--- src/logic/csm_pkg.sv ---
package csm_pkg;

  // ----------------------------------------------------------------
  // Register map (byte addresses)
  // ----------------------------------------------------------------
  localparam logic [11:0] CSM_OFS_MODE = 12'h000;
  localparam logic [11:0] CSM_OFS_COMM = 12'h004;
  localparam logic [11:0] CSM_OFS_DATA = 12'h008;
  localparam logic [11:0] CSM_OFS_STATUS = 12'h00c;
  localparam logic [11:0] CSM_OFS_START = 12'h010;
  localparam logic [11:0] CSM_OFS_STOP = 12'h014;
  localparam logic [11:0] CSM_OFS_OUT_EN = 12'h018;
  localparam logic [11:0] CSM_OFS_OUT_LVL = 12'h01c;
  localparam logic [11:0] CSM_OFS_PRESCALE = 12'h020;
  localparam logic [11:0] CSM_OFS_FLAG_CLR = 12'h024;

  // ----------------------------------------------------------------
  // Field positions
  // ----------------------------------------------------------------
  localparam int CSM_MODE_IRQ_SRC = 0;
  localparam int CSM_MODE_CK_SEL = 1;
  localparam int CSM_COMM_DAP = 0;
  localparam int CSM_COMM_CKP = 1;
  localparam int CSM_COMM_LSB = 2;
  localparam int CSM_COMM_LEN8 = 3;
  localparam int CSM_COMM_TX_EN = 4;
  localparam int CSM_COMM_RX_EN = 5;
  localparam int CSM_DATA_DIV_LSB = 9;
  localparam int CSM_ST_BFF = 0;
  localparam int CSM_ST_TSF = 1;
  localparam int CSM_ST_OVF = 2;
  localparam int CSM_ST_SE = 3;
  localparam int CSM_LVL_DATA = 0;
  localparam int CSM_LVL_CLK = 8;
  localparam int CSM_PS_A_LSB = 0;
  localparam int CSM_PS_B_LSB = 4;

  // ----------------------------------------------------------------
  // Reset values and counts
  // ----------------------------------------------------------------
  localparam logic [7:0] CSM_RST_MODE = 8'h00;
  localparam logic [7:0] CSM_RST_COMM = 8'h38;
  localparam logic [6:0] CSM_RST_DIV = 7'h00;
  localparam logic [7:0] CSM_RST_PRESCALE = 8'h00;
  localparam logic CSM_RST_OUT_EN = 1'b0;
  localparam logic CSM_RST_LVL = 1'b1;
  localparam int CSM_PS_WIDTH = 15;
  localparam logic [3:0] CSM_LAST_EDGE_8 = 4'hf;
  localparam logic [3:0] CSM_LAST_EDGE_7 = 4'hd;

  typedef enum logic [0:0] {
    CSM_ST_IDLE,
    CSM_ST_SHIFT
  } csm_state_t;

  typedef struct packed {
    logic irq_src;
    logic ck_sel;
    logic dap;
    logic ckp;
    logic lsb;
    logic len8;
    logic tx_en;
    logic rx_en;
  } csm_cfg_t;

endpackage

--- src/logic/csm_channel.sv ---
`timescale 1ns/1ns
// Notes on behaviour
// - Words are 7 or 8 bits, shifted MSB first or LSB first.
// - Master serial clock never exceeds half the system clock.
// - Period comes from unit prescaler then per-channel divide counter.
// - Mode bit picks prescaler output A (0) or B (1).
// - Data phase 0 drives at first edge; 1 drives half period early.
// - Clock phase bit is unused; drive and sample edges follow the clock idle level and data phase.
// - Master makes the serial clock and shifts data with it.
// - Interrupt source 0 is transfer end; 1 is buffer empty.
// - Reception flags overrun on lost word; transmission has no error flag.
// - Low 8 data register bits are the transmit and receive buffer.
// - Writing data while buffer full replaces the pending word.
// - Interrupt source may change live, before the last word's last bit.
// - Stop trigger clears channel enabled; trigger reads back zero.
// - Output enable low holds serial data at its software level; the clock pin takes its level only when idle or stopped.
// - In stop low-power state the channel still receives unaided.
// - Start trigger sets channel enabled and enables operation.
module csm_channel
  import csm_pkg::*;
(
  input wire logic pclk,
  input wire logic presetn,
  input wire logic psel,
  input wire logic penable,
  input wire logic pwrite,
  input wire logic [11:0] paddr,
  input wire logic [31:0] pwdata,
  output logic [31:0] prdata,
  output logic pready,
  output logic pslverr,
  input wire logic serial_in_pin,
  input wire logic low_power_stop,
  output logic serial_clock_pin,
  output logic serial_out_pin,
  output logic channel_irq,
  output logic snooze_rx_done
);

  // ----------------------------------------------------------------
  // Registers
  // ----------------------------------------------------------------
  csm_cfg_t cfg;
  logic [7:0] mode_reg;
  logic [7:0] comm_reg;
  logic [6:0] div_reg;
  logic [7:0] prescale_reg;
  logic output_enable_bit;
  logic data_out_level;
  logic clock_out_level;
  logic [7:0] data_buf_reg;
  logic buffer_full_flag;
  logic rx_unread_reg;
  logic overrun_flag;
  logic channel_enabled_flag;
  logic transfer_active_flag;
  csm_state_t state_reg;
  logic [7:0] shift_reg;
  logic [7:0] rx_reg;
  logic [3:0] edge_reg;
  logic [31:0] prdata_reg;
  logic pready_reg;
  logic pslverr_reg;
  logic sck_reg;
  logic so_reg;
  logic irq_reg;
  logic snooze_reg;

  logic wr;
  logic rd;
  logic start_trigger_bit;
  logic stop_trigger_bit;
  logic data_wr;
  logic tick_a;
  logic tick_b;
  logic fmck;
  logic half_tick;
  logic start_word;
  logic [3:0] last_edge;
  logic drive_edge;
  logic sample_edge;
  logic finish;
  logic out_bit;
  logic [7:0] shift_next;
  logic [7:0] rx_next;

  assign cfg = {mode_reg[CSM_MODE_IRQ_SRC], mode_reg[CSM_MODE_CK_SEL],
                comm_reg[CSM_COMM_DAP], comm_reg[CSM_COMM_CKP],
                comm_reg[CSM_COMM_LSB], comm_reg[CSM_COMM_LEN8],
                comm_reg[CSM_COMM_TX_EN], comm_reg[CSM_COMM_RX_EN]};

  assign prdata = prdata_reg;
  assign pready = pready_reg;
  assign pslverr = pslverr_reg;
  assign serial_clock_pin = sck_reg;
  assign serial_out_pin = so_reg;
  assign channel_irq = irq_reg;
  assign snooze_rx_done = snooze_reg;

  // ----------------------------------------------------------------
  // APB slave: one wait-free access phase, answer from flops
  // ----------------------------------------------------------------
  assign wr = psel && penable && pready_reg && pwrite;
  assign rd = psel && penable && pready_reg && !pwrite;
  assign start_trigger_bit = wr && (paddr == CSM_OFS_START) && pwdata[0];
  assign stop_trigger_bit = wr && (paddr == CSM_OFS_STOP) && pwdata[0];
  assign data_wr = wr && (paddr == CSM_OFS_DATA);

  always_ff @(posedge pclk or negedge presetn) begin
    if (!presetn) begin
      prdata_reg <= 32'h0000_0000;
      pready_reg <= 1'b0;
      pslverr_reg <= 1'b0;
    end else if (psel && !penable) begin
      pready_reg <= 1'b1;
      pslverr_reg <= 1'b0;
      prdata_reg <= 32'h0000_0000;
      case (paddr)
        CSM_OFS_MODE: prdata_reg[7:0] <= mode_reg;
        CSM_OFS_COMM: prdata_reg[7:0] <= comm_reg;
        CSM_OFS_DATA: prdata_reg[15:0] <= {div_reg, 1'b0, data_buf_reg};
        CSM_OFS_STATUS: prdata_reg[3:0] <= {channel_enabled_flag, overrun_flag,
                                            transfer_active_flag, buffer_full_flag};
        CSM_OFS_START, CSM_OFS_STOP, CSM_OFS_FLAG_CLR: prdata_reg <= 32'h0000_0000;
        CSM_OFS_OUT_EN: prdata_reg[0] <= output_enable_bit;
        CSM_OFS_OUT_LVL: prdata_reg[8:0] <= {clock_out_level, 7'h00, data_out_level};
        CSM_OFS_PRESCALE: prdata_reg[7:0] <= prescale_reg;
        default: pslverr_reg <= 1'b1;
      endcase
    end else begin
      pready_reg <= 1'b0;
      pslverr_reg <= 1'b0;
    end
  end

  always_ff @(posedge pclk or negedge presetn) begin
    if (!presetn) begin
      mode_reg <= CSM_RST_MODE;
      comm_reg <= CSM_RST_COMM;
      div_reg <= CSM_RST_DIV;
      prescale_reg <= CSM_RST_PRESCALE;
      output_enable_bit <= CSM_RST_OUT_EN;
      data_out_level <= CSM_RST_LVL;
      clock_out_level <= CSM_RST_LVL;
    end else if (wr) begin
      case (paddr)
        CSM_OFS_MODE: mode_reg <= pwdata[7:0];
        CSM_OFS_COMM: comm_reg <= pwdata[7:0];
        CSM_OFS_DATA: div_reg <= pwdata[CSM_DATA_DIV_LSB +: 7];
        CSM_OFS_OUT_EN: output_enable_bit <= pwdata[0];
        CSM_OFS_OUT_LVL: begin
          data_out_level <= pwdata[CSM_LVL_DATA];
          clock_out_level <= pwdata[CSM_LVL_CLK];
        end
        CSM_OFS_PRESCALE: prescale_reg <= pwdata[7:0];
        default: ;
      endcase
    end
  end

  // ----------------------------------------------------------------
  // Rate generation
  // ----------------------------------------------------------------
  csm_prescaler u_ps_a (
    .pclk(pclk),
    .presetn(presetn),
    .sel(prescale_reg[CSM_PS_A_LSB +: 4]),
    .tick(tick_a)
  );

  csm_prescaler u_ps_b (
    .pclk(pclk),
    .presetn(presetn),
    .sel(prescale_reg[CSM_PS_B_LSB +: 4]),
    .tick(tick_b)
  );

  assign fmck = cfg.ck_sel ? tick_b : tick_a;

  // Half period = 2^ps x (div+1) cycles, never below one cycle
  csm_divcnt u_div (
    .pclk(pclk),
    .presetn(presetn),
    .restart(state_reg == CSM_ST_IDLE),
    .step(fmck),
    .div(div_reg),
    .half_tick(half_tick)
  );

  // ----------------------------------------------------------------
  // Channel enable and buffer flags
  // ----------------------------------------------------------------
  always_ff @(posedge pclk or negedge presetn) begin
    if (!presetn) begin
      channel_enabled_flag <= 1'b0;
    end else if (stop_trigger_bit) begin
      channel_enabled_flag <= 1'b0;
    end else if (start_trigger_bit) begin
      channel_enabled_flag <= 1'b1;
    end
  end

  assign start_word = channel_enabled_flag && !stop_trigger_bit &&
                      (state_reg == CSM_ST_IDLE) && buffer_full_flag;
  assign last_edge = cfg.len8 ? CSM_LAST_EDGE_8 : CSM_LAST_EDGE_7;
  assign finish = (state_reg == CSM_ST_SHIFT) && half_tick && (edge_reg == last_edge);

  // Software write wins over the load that empties the buffer
  always_ff @(posedge pclk or negedge presetn) begin
    if (!presetn) begin
      buffer_full_flag <= 1'b0;
    end else if (data_wr) begin
      buffer_full_flag <= 1'b1;
    end else if (start_word) begin
      buffer_full_flag <= 1'b0;
    end
  end

  always_ff @(posedge pclk or negedge presetn) begin
    if (!presetn) begin
      data_buf_reg <= 8'h00;
    end else if (data_wr) begin
      data_buf_reg <= pwdata[7:0];
    end else if (finish && cfg.rx_en) begin
      // Phase 1 ends on a drive edge, so the last bit is already held
      data_buf_reg <= sample_edge ? rx_next : rx_reg;
    end
  end

  always_ff @(posedge pclk or negedge presetn) begin
    if (!presetn) begin
      rx_unread_reg <= 1'b0;
    end else if (finish && cfg.rx_en) begin
      rx_unread_reg <= 1'b1;
    end else if ((rd || wr) && (paddr == CSM_OFS_DATA)) begin
      rx_unread_reg <= 1'b0;
    end
  end

  // Set wins over the software clear
  always_ff @(posedge pclk or negedge presetn) begin
    if (!presetn) begin
      overrun_flag <= 1'b0;
    end else if (finish && cfg.rx_en && rx_unread_reg) begin
      overrun_flag <= 1'b1;
    end else if (wr && (paddr == CSM_OFS_FLAG_CLR) && pwdata[0]) begin
      overrun_flag <= 1'b0;
    end
  end

  // ----------------------------------------------------------------
  // Shift engine
  // ----------------------------------------------------------------
  // Phase 0 drives on even edges; phase 1 drives before the clock
  assign drive_edge = half_tick && (state_reg == CSM_ST_SHIFT) &&
                      (cfg.dap ? (edge_reg[0] && !finish) : !edge_reg[0]);
  assign sample_edge = half_tick && (state_reg == CSM_ST_SHIFT) &&
                       (cfg.dap ? !edge_reg[0] : edge_reg[0]);
  assign out_bit = cfg.lsb ? shift_reg[0] : (cfg.len8 ? shift_reg[7] : shift_reg[6]);
  assign shift_next = cfg.lsb ? {1'b0, shift_reg[7:1]} : {shift_reg[6:0], 1'b0};

  always_comb begin
    rx_next = {rx_reg[6:0], serial_in_pin};
    if (cfg.lsb) begin
      rx_next = cfg.len8 ? {serial_in_pin, rx_reg[7:1]} : {1'b0, serial_in_pin, rx_reg[6:1]};
    end else if (!cfg.len8) begin
      rx_next = {1'b0, rx_reg[5:0], serial_in_pin};
    end
  end

  always_ff @(posedge pclk or negedge presetn) begin
    if (!presetn) begin
      state_reg <= CSM_ST_IDLE;
      transfer_active_flag <= 1'b0;
      edge_reg <= 4'h0;
    end else begin
      case (state_reg)
        CSM_ST_IDLE: begin
          edge_reg <= 4'h0;
          if (start_word) begin
            state_reg <= CSM_ST_SHIFT;
            transfer_active_flag <= 1'b1;
          end
        end
        CSM_ST_SHIFT: begin
          if (stop_trigger_bit || finish) begin
            state_reg <= CSM_ST_IDLE;
            transfer_active_flag <= 1'b0;
          end else if (half_tick) begin
            edge_reg <= edge_reg + 4'h1;
          end
        end
        default: state_reg <= CSM_ST_IDLE;
      endcase
    end
  end

  always_ff @(posedge pclk or negedge presetn) begin
    if (!presetn) begin
      shift_reg <= 8'h00;
    end else if (start_word && cfg.dap) begin
      // First bit is already on the pin, so the shifter starts one bit on
      shift_reg <= cfg.lsb ? {1'b0, data_buf_reg[7:1]} : {data_buf_reg[6:0], 1'b0};
    end else if (start_word) begin
      shift_reg <= data_buf_reg;
    end else if (drive_edge) begin
      shift_reg <= shift_next;
    end
  end

  // Input taken at each sample edge; rate bounded by operation clock
  always_ff @(posedge pclk or negedge presetn) begin
    if (!presetn) begin
      rx_reg <= 8'h00;
    end else if (sample_edge) begin
      rx_reg <= rx_next;
    end
  end

  // Clock toggles from the idle level software chose
  always_ff @(posedge pclk or negedge presetn) begin
    if (!presetn) begin
      sck_reg <= CSM_RST_LVL;
    end else if (state_reg == CSM_ST_IDLE || !channel_enabled_flag) begin
      sck_reg <= clock_out_level;
    end else if (half_tick) begin
      sck_reg <= ~sck_reg;
    end
  end

  // Phase 1 puts the first bit out when the word is loaded
  always_ff @(posedge pclk or negedge presetn) begin
    if (!presetn) begin
      so_reg <= CSM_RST_LVL;
    end else if (!output_enable_bit || !cfg.tx_en) begin
      so_reg <= data_out_level;
    end else if (start_word && cfg.dap) begin
      so_reg <= cfg.lsb ? data_buf_reg[0] : (cfg.len8 ? data_buf_reg[7] : data_buf_reg[6]);
    end else if (drive_edge) begin
      so_reg <= out_bit;
    end
  end

  // ----------------------------------------------------------------
  // Events
  // ----------------------------------------------------------------
  // Source bit is read live at each event
  always_ff @(posedge pclk or negedge presetn) begin
    if (!presetn) begin
      irq_reg <= 1'b0;
    end else begin
      irq_reg <= (finish && !cfg.irq_src) || (start_word && cfg.irq_src);
    end
  end

  // Word finished without the processor while in low-power stop
  always_ff @(posedge pclk or negedge presetn) begin
    if (!presetn) begin
      snooze_reg <= 1'b0;
    end else begin
      snooze_reg <= finish && cfg.rx_en && low_power_stop;
    end
  end

  // ----------------------------------------------------------------
  // Checks
  // ----------------------------------------------------------------
  chk_stop_clears_en: assert property (@(posedge pclk) disable iff (!presetn)
    stop_trigger_bit |=> !channel_enabled_flag && state_reg == CSM_ST_IDLE)
    else $error("stop trigger did not halt the channel");
  chk_start_sets_en: assert property (@(posedge pclk) disable iff (!presetn)
    start_trigger_bit && !stop_trigger_bit |=> channel_enabled_flag)
    else $error("start trigger did not enable the channel");
  chk_sck_half_rate: assert property (@(posedge pclk) disable iff (!presetn)
    (state_reg == CSM_ST_SHIFT) && channel_enabled_flag && sck_reg != $past(sck_reg)
    |-> $past(half_tick))
    else $error("serial clock changed without a half period tick");
  chk_end_irq: assert property (@(posedge pclk) disable iff (!presetn)
    finish && !cfg.irq_src |=> irq_reg && !transfer_active_flag)
    else $error("transfer end interrupt missing");
  chk_empty_irq: assert property (@(posedge pclk) disable iff (!presetn)
    start_word && cfg.irq_src && !data_wr |=> irq_reg && !buffer_full_flag ##1 !irq_reg)
    else $error("buffer empty interrupt wrong");
  chk_overrun_set: assert property (@(posedge pclk) disable iff (!presetn)
    finish && cfg.rx_en && rx_unread_reg |=> overrun_flag)
    else $error("lost word not flagged");
  chk_buf_replace: assert property (@(posedge pclk) disable iff (!presetn)
    data_wr |=> buffer_full_flag && data_buf_reg == $past(pwdata[7:0]))
    else $error("buffered word not replaced");
  chk_oe_level: assert property (@(posedge pclk) disable iff (!presetn)
    !output_enable_bit |=> so_reg == $past(data_out_level))
    else $error("serial output not at software level");
  chk_word_len: assert property (@(posedge pclk) disable iff (!presetn)
    $rose(transfer_active_flag) && !cfg.len8 && div_reg == 7'h00 &&
    prescale_reg == 8'h00 && !cfg.ck_sel |-> ##14 $fell(transfer_active_flag))
    else $error("seven bit word took wrong time");

  cov_word8: cover property (@(posedge pclk) disable iff (!presetn) finish && cfg.len8);
  cov_overrun: cover property (@(posedge pclk) disable iff (!presetn) $rose(overrun_flag));
  cov_dap1: cover property (@(posedge pclk) disable iff (!presetn) start_word && cfg.dap);
  cov_urgent_stop: cover property (@(posedge pclk) disable iff (!presetn)
    stop_trigger_bit && transfer_active_flag);

endmodule

--- src/logic/csm_prescaler.sv ---
`timescale 1ns/1ns
module csm_prescaler
  import csm_pkg::*;
(
  input wire logic pclk,
  input wire logic presetn,
  input wire logic [3:0] sel,
  output logic tick
);

  logic [CSM_PS_WIDTH-1:0] cnt_reg;
  logic [CSM_PS_WIDTH-1:0] mask;

  // Divide by 2^sel; sel of zero gives an enable on every cycle
  assign mask = CSM_PS_WIDTH'((16'h0001 << sel) - 16'h0001);
  assign tick = ((cnt_reg & mask) == mask);

  always_ff @(posedge pclk or negedge presetn) begin
    if (!presetn) begin
      cnt_reg <= '0;
    end else begin
      cnt_reg <= cnt_reg + 1'b1;
    end
  end

endmodule

--- src/logic/csm_divcnt.sv ---
`timescale 1ns/1ns
module csm_divcnt (
  input wire logic pclk,
  input wire logic presetn,
  input wire logic restart,
  input wire logic step,
  input wire logic [6:0] div,
  output logic half_tick
);

  logic [6:0] cnt_reg;

  assign half_tick = step && !restart && (cnt_reg == div);

  // Restart keeps the first half period of a word a full count of prescaler steps
  always_ff @(posedge pclk or negedge presetn) begin
    if (!presetn) begin
      cnt_reg <= 7'h00;
    end else if (restart) begin
      cnt_reg <= 7'h00;
    end else if (step) begin
      cnt_reg <= (cnt_reg == div) ? 7'h00 : cnt_reg + 7'h01;
    end
  end

endmodule

--- config.mk ---
export PLATFORM = sky130hd
export DESIGN_NAME = csm_channel
export DESIGN_NICKNAME = d
export VERILOG_FILES = /design/src/logic/csm_pkg.sv /design/src/logic/csm_channel.sv /design/src/logic/csm_prescaler.sv /design/src/logic/csm_divcnt.sv
export SDC_FILE = /design/constraint.sdc
export NUM_CORES = 1
export LEC_CHECK = 0
export ABC_AREA = 1
export ABC_CLOCK_PERIOD_IN_PS = 5200
export BUFFER_PORTS_ARGS = -buffer_cell sky130_fd_sc_hd__buf_2
export CAP_MARGIN = 5
export CORE_MARGIN = 5
export CORE_UTILIZATION = 45
export CTS_BUF_LIST = sky130_fd_sc_hd__clkbuf_8
export CTS_CLUSTER_SIZE = 40
export DETAILED_ROUTE_END_ITERATION = 8
export SYNTH_ARGS = -nofsm -noshare
export SYNTH_HDL_FRONTEND = slang
export SYNTH_HIERARCHICAL = 1
export SYNTH_SLANG_ARGS = --single-unit
--- constraint.sdc ---
create_clock -name pclk -period 5.2 [get_ports pclk]
set_clock_uncertainty 0.15 [all_clocks]
set_input_delay 0.26 -clock pclk [delete_from_list [all_inputs] [get_ports pclk]]
set_output_delay 0.26 -clock pclk [all_outputs]
set_load 0.005 [all_outputs]
==> results.json, run 1 <==
{
  "p_switching_mw": 0.461,
  "place_hpwl_mm": 12.9,
  "drv_cap": 0,
  "r2r-start": "prescale_reg[7]",
  "worstMarginPinSlew_ps": 910,
  "ctsResizeCount": 0,
  "largest_register_ffs": 16,
  "clockRootBuffer": "clkbuf_8",
  "p_int_mw": 1.51,
  "vias": 6258,
  "final_cell_mix": "295 x nand2_1, 120 x dfrtp_1, 102 x inv_1",
  "drc": 0,
  "cts_made_buffers": 17,
  "wl_per_cell_um": 13.8,
  "fillers": 1622,
  "hp-class": "input port to flip-flop",
  "arrival_ps": 3860,
  "ios": 89,
  "htree_levels": 4,
  "clock_latency_ps": 440,
  "die_y_um": 139,
  "antenna_left": 0,
  "dr.pass1.iters": 5,
  "vias_per_cell": 4.89,
  "clk_pin_slew_worst_paths_ps": 80,
  "worstHoldStart": "pwdata[4]",
  "n_antenna_cell": 0,
  "dieArea_um2": 19200,
  "slew_headroom_pct": 39.4,
  "tritoncts": "yes",
  "grt-ovfl-total": 0,
  "power.total_mw": 1.97,
  "gp_congestion": 0.854,
  "setup_violations": 0,
  "startpoint_type": "flip-flop",
  "max_clock_freq_mhz": 271,
  "fp-row-count": 47,
  "comb_power_share_pct": 4.2,
  "synth_area_um2": 7450,
  "grt_pass1_vias": 5903,
  "r2r_slack_ps": 1510,
  "grt_usage_pct": 18.8,
  "tns_ps": 0,
  "synth_cell_types": 45,
  "ys_warn_count": 6,
  "worst_slack_ps": 1510,
  "drtIter0Drc": 391,
  "multi_input_area_um2": 3600,
  "initial_core_util_pct": 45.4,
  "end_kind": "flip-flop",
  "chipWidth_um": 139,
  "p_leak_nw": 4.20,
  "grt_pass1_wl_mm": 29.7,
  "nets": 1103,
  "antenna_found_initial": 0,
  "cts_sinks": 127,
  "critical_path_required_ps": 5370,
  "grt_max_degree": 72,
  "cp_max_fo": 14,
  "postRouteWirelength_mm": 17.6,
  "hold_path_depth": 3,
  "preCtsSetupSlack_ps": 1530,
  "p_per_area_nw_per_um2": 235,
  "pwr-share-clk_pct": 45.4,
  "fin_util_pct": 51.1,
  "yosysSeqAreaShare_pct": 42.8,
  "status": "complete, no violations",
  "ys_seq_elements": 127,
  "worstRegToRegCells": 23,
  "fin_crit_ps": 3690,
  "drive_gt1_share_pct": 17.4,
  "io_buffer_count": 56,
  "regArea_um2": 3190,
  "whs_ps": 35.7,
  "finalCritPeriodShare_pct": 70.9,
  "cts_buffer_depth": 2,
  "timing_worst_setup_path_type": "flip-flop to flip-flop",
  "hold_violations": 0,
  "finalMaxSlewViolations": 0,
  "r2r_end": "data_buf_reg[6]",
  "peakVddDrop_uv": 145,
  "postSynthAreaPerCell_um2": 7.64,
  "netlist_instances": 974,
  "switching_share_pct": 23.4,
  "rsz0062_at_grt": "false",
  "hold_end": "comm_reg[4]",
  "seqPwrFrac_pct": 50.4,
  "final_common_cell": "nand2_1",
  "core_um2": 16400,
  "syn2layout_area_growth_pct": 12.6
}
## cells by family (layout without fill, tap and decap cells)
group           count (synthesis)  count (layout)  share of synthesized area [%]
xor+xnor                       32              32                           3.76
other cells                     1              16                         0.0504
fa+ha+maj                       6               6                           1.01
mux                             1               1                          0.151
flops                         127             127                           42.8
simple gates                  516             516                           32.7
buf+inv                       156             226                           9.59
compound gates                135             135                           9.91
## synth_stat cells, drive strengths merged
cell | instances | area (µm²)
buf | 28 | 233
clkbuf | 8 | 30.0
a31oi | 10 | 62.6
dfstp | 7 | 184
dfrtp | 120 | 3000
a21oi | 19 | 98.9
nor3 | 20 | 159
nand3b | 2 | 15.0
xnor2 | 5 | 43.8
nor3b | 1 | 18.8
o21bai | 1 | 7.51
mux2 | 1 | 11.3
nor2 | 106 | 528
xor2 | 27 | 236
ha | 6 | 75.1
o21ai | 93 | 473
inv | 117 | 439
and2 | 1 | 8.76
conb | 1 | 3.75
o21a | 1 | 7.51
nand2 | 317 | 1270
nand4 | 9 | 71.3
nand3 | 60 | 360
clkinv | 3 | 12.5
o2111ai | 1 | 8.76
o211ai | 10 | 80.1
## power groups by stage
stage / Sequential [mW] / Clock [mW] / Combinational, mW
2_1_floorplan: 1.01 / 0 / 0.0348
3_3_place_gp: 1.01 / 0 / 0.0755
3_5_place_dp: 1.01 / 0 / 0.0758
4_1_cts: 0.993 / 0.918 / 0.0842
5_1_grt: 0.993 / 0.963 / 0.0943
6_report: 0.993 / 0.894 / 0.0826
## routing by layer
metal,global-route usage (%),part of all wire [%],vias to the layer above
li1,-,-,3203
met1,27.7,50,2891
met2,27.9,43,146
met3,4.07,4.4,18
met4,5.72,1.7,0
met5,0,0,-
## worst max path at each step
stage	start	slack [ps]	depth (start not counted)	to
finish	prescale_reg[7]	1510	23	data_buf_reg[6]
global route	prescale_reg[3]	1120	25	data_buf_reg[6]
CTS	prescale_reg[3]	1490	25	data_buf_reg[6]
detailed placement	prescale_reg[3]	1530	25	data_buf_reg[6]
global placement	prescale_reg[7]	1560	23	data_buf_reg[6]
floorplan	prescale_reg[1]	2180	26	data_buf_reg[3]
## stage by stage
step	cells	area, µm²
floorplan	989	7500
global placement	1232	7820
detailed placement	1232	7820
CTS	1278	8370
global route	1279	8380
finish	1279	8380
## worst max-delay path, cell delays in order (launching register included)
cell and delay, ps:
dfrtp_1 530, nor2_2 270, nand2_2 90, ha_1 280, inv_1 30, nand2_1 50
nand3_1 70, nor2_1 120, nand3_2 80, nor2_1 110, nand2_1 60, nor2_1 140
nand2_1 70, nand2_1 150, inv_1 100, nor3_2 290, nand2_2 140, inv_1 100
and2_4 240, inv_1 90, a21oi_1 120, a21oi_1 110, nand2_1 80, o211ai_1 80
## final cells by class
type / count / area share (%)
tap: 220 / 3.28
timing repair buffer: 74 / 5.43
multi-input combinational: 706 / 43.0
sequential: 127 / 38.0
clock buffer: 19 / 3.12
inverter: 120 / 5.39
clock inverter: 13 / 1.78
## what timing repair did
| action | in CTS | in global routing |
|---|---|---|
| setup buffers | 0 | 0 |
| hold buffers | 14 | 1 |
| hold endpoints to repair | 84 | 1 |
Power figures use the tool's default switching activity.
==> run 2: changes to the inputs <==
Settings changed: ABC_CLOCK_PERIOD_IN_PS 5200 to 3180, PLACE_DENSITY from default to 0.67.
Clock period 5.2 ns to 3.18 ns, I/O delays scaled along.
==> run 2 against run 1 <==
  * The run now ends with setup timing left
  * Critical path depth rose by 1
  * Total power rose by 63%
  * Die area did not move
  * Clock power rose by 61%
  * Via count rose by 4.6%
  * Maximum frequency rose by 14%
  * Combinational power rose by 80%
  * Clock-buffer cell count fell by 2
  * Sequential power rose by 63%
  * Global-route usage rose by 0.34 points
  * Worst setup slack got worse by 1600 ps
  * Sequential share of layout area fell by 2.7 points
==> results.json, run 2 (synthesis results as in run 1) <==
{
  "gp_congestion": 0.903,
  "final_cell_mix": "290 x nand2_1, 118 x dfrtp_1, 98 x inv_1",
  "grt_max_degree": 60,
  "fillers": 1550,
  "io_buffer_count": 56,
  "seqPwrFrac_pct": 50.6,
  "postRouteWirelength_mm": 18.1,
  "finalCritPeriodShare_pct": 102,
  "dieArea_um2": 19200,
  "status": "finished, violations left",
  "dr.pass1.iters": 5,
  "drv_cap": 0,
  "worstMarginPinSlew_ps": 798,
  "rsz0062_at_grt": "true",
  "clk_pin_slew_worst_paths_ps": 70,
  "p_int_mw": 2.44,
  "vias_per_cell": 4.87,
  "peakVddDrop_uv": 241,
  "critical_path_required_ps": 3350,
  "grt_pass1_vias": 6275,
  "largest_register_ffs": 16,
  "p_per_area_nw_per_um2": 356,
  "preCtsSetupSlack_ps": -128,
  "hold_violations": 0,
  "chipWidth_um": 139,
  "arrival_ps": 3410,
  "fp-row-count": 47,
  "drtIter0Drc": 461,
  "initial_core_util_pct": 45.4,
  "slew_headroom_pct": 46.8,
  "die_y_um": 139,
  "pwr-share-clk_pct": 44.7,
  "clock_latency_ps": 450,
  "drc": 0,
  "antenna_left": 0,
  "hp-class": "input port to flip-flop",
  "setup_violations": 15,
  "final_common_cell": "nand2_1",
  "comb_power_share_pct": 4.6,
  "n_antenna_cell": 0,
  "max_clock_freq_mhz": 308,
  "finalMaxSlewViolations": 0,
  "nets": 1168,
  "grt_usage_pct": 19.2,
  "switching_share_pct": 23.9,
  "whs_ps": 16.9,
  "p_switching_mw": 0.766,
  "drive_gt1_share_pct": 24.2,
  "core_um2": 16400,
  "place_hpwl_mm": 13.1,
  "ios": 89,
  "cp_max_fo": 7,
  "cts_made_buffers": 17,
  "grt-ovfl-total": 0,
  "antenna_found_initial": 0,
  "failed_checks": "setup timing",
  "r2r_slack_ps": -70,
  "cts_buffer_depth": 2,
  "fin_util_pct": 55.0,
  "grt_pass1_wl_mm": 30.4,
  "wl_per_cell_um": 13.5,
  "cts_sinks": 127,
  "worst_slack_ps": -65.6,
  "htree_levels": 4,
  "fin_crit_ps": 3250,
  "end_kind": "flip-flop",
  "syn2layout_area_growth_pct": 21.2,
  "tritoncts": "yes",
  "p_leak_nw": 4.53,
  "vias": 6545,
  "clockRootBuffer": "clkbuf_8",
  "startpoint_type": "flip-flop",
  "power.total_mw": 3.21,
  "timing_worst_setup_path_type": "flip-flop to flip-flop"
}
==> run 2: cell count changes in the layout (fill, tap and decap cells not counted), sizes merged <==
cell         delta
and2            +1
clkbuf          -2
buf            +57
clkinvlp        +1
clkinv          +2
dlygate4sd3     +7
inv             -1
==> run 2: worst max-delay path, stage by stage (launching register included) <==
cell	delay [ps]
dfrtp_1	430
inv_2	80
nand2_2	60
nor2_2	120
inv_1	50
ha_1	280
nor2_1	40
nor2_1	90
nand3_1	70
nor2_1	90
nand2_1	50
nor2_1	100
nand3_1	90
nor2_1	140
nand2_1	90
nand2_2	120
inv_2	60
nor3_4	190
nand2_2	120
inv_2	90
buf_4	120
and2_4	200
a31oi_2	110
nand2_1	100
o211ai_1	80
==> run 2: layout make-up <==
class / instances / area, µm² / area share [%]
inverter: 120 / 454 / 5.03
sequential: 127 / 3190 / 35.3
clock inverter: 15 / 174 / 1.93
timing repair buffer: 138 / 966 / 10.7
multi-input combinational: 707 / 3730 / 41.3
clock buffer: 17 / 234 / 2.59
tap: 220 / 275 / 3.05
==> run 2: power by group through the flow <==
stage          clock [mW]  sequential (mW)  combinational, mW
2_1_floorplan           0             1.66             0.0569
3_3_place_gp            0             1.66              0.128
3_5_place_dp            0             1.66              0.129
4_1_cts              1.47             1.62              0.150
5_1_grt              1.54             1.62              0.169
6_report             1.44             1.62              0.149
==> run 2: worst paths after layout <==
check,start,end,cells past startpoint
setup / recovery,prescale_reg[3],data_buf_reg[0],24
hold / removal,pwdata[0],comm_reg[0],3
setup reg to reg,prescale_reg[3],data_buf_reg[0],24
hold reg to reg,u_ps_b/cnt_reg[0],u_ps_b/cnt_reg[0],1
max in group asynchronous,presetn,comm_reg[3],3
min in group asynchronous,presetn,u_ps_b/cnt_reg[6],2
==> run 2: per-stage QoR <==
| step | setup TNS, ps | instance area, µm² | std cells |
|---|---|---|---|
| final | -443 | 9020 | 1344 |
| after global routing | -7060 | 9020 | 1344 |
| after CTS | 0 | 8870 | 1339 |
| after detailed placement | -1350 | 8190 | 1280 |
| after global placement | -407 | 8190 | 1280 |
| after floorplan | 0 | 7500 | 989 |
==> run 2: metal layers <==
metal  wire length, µm  GRT usage (%)  vias up
met1              8690           26.5     3041
met2              8230           30.0      143
li1                  -              -     3334
met4               294           5.77        0
met5                 0              0        -
met3               871           4.62       27
==> run 2: timing repair <==
action | 4_1_cts | 5_1_grt
hold buffers | 22 | 0
endpoints found under the setup margin | 25 | 34
endpoints found under the hold margin | 96 | 0
resized for setup | 8 | 33
gates cloned | 1 | 0
setup buffers | 4 | 5
pin swaps | 2 | 12
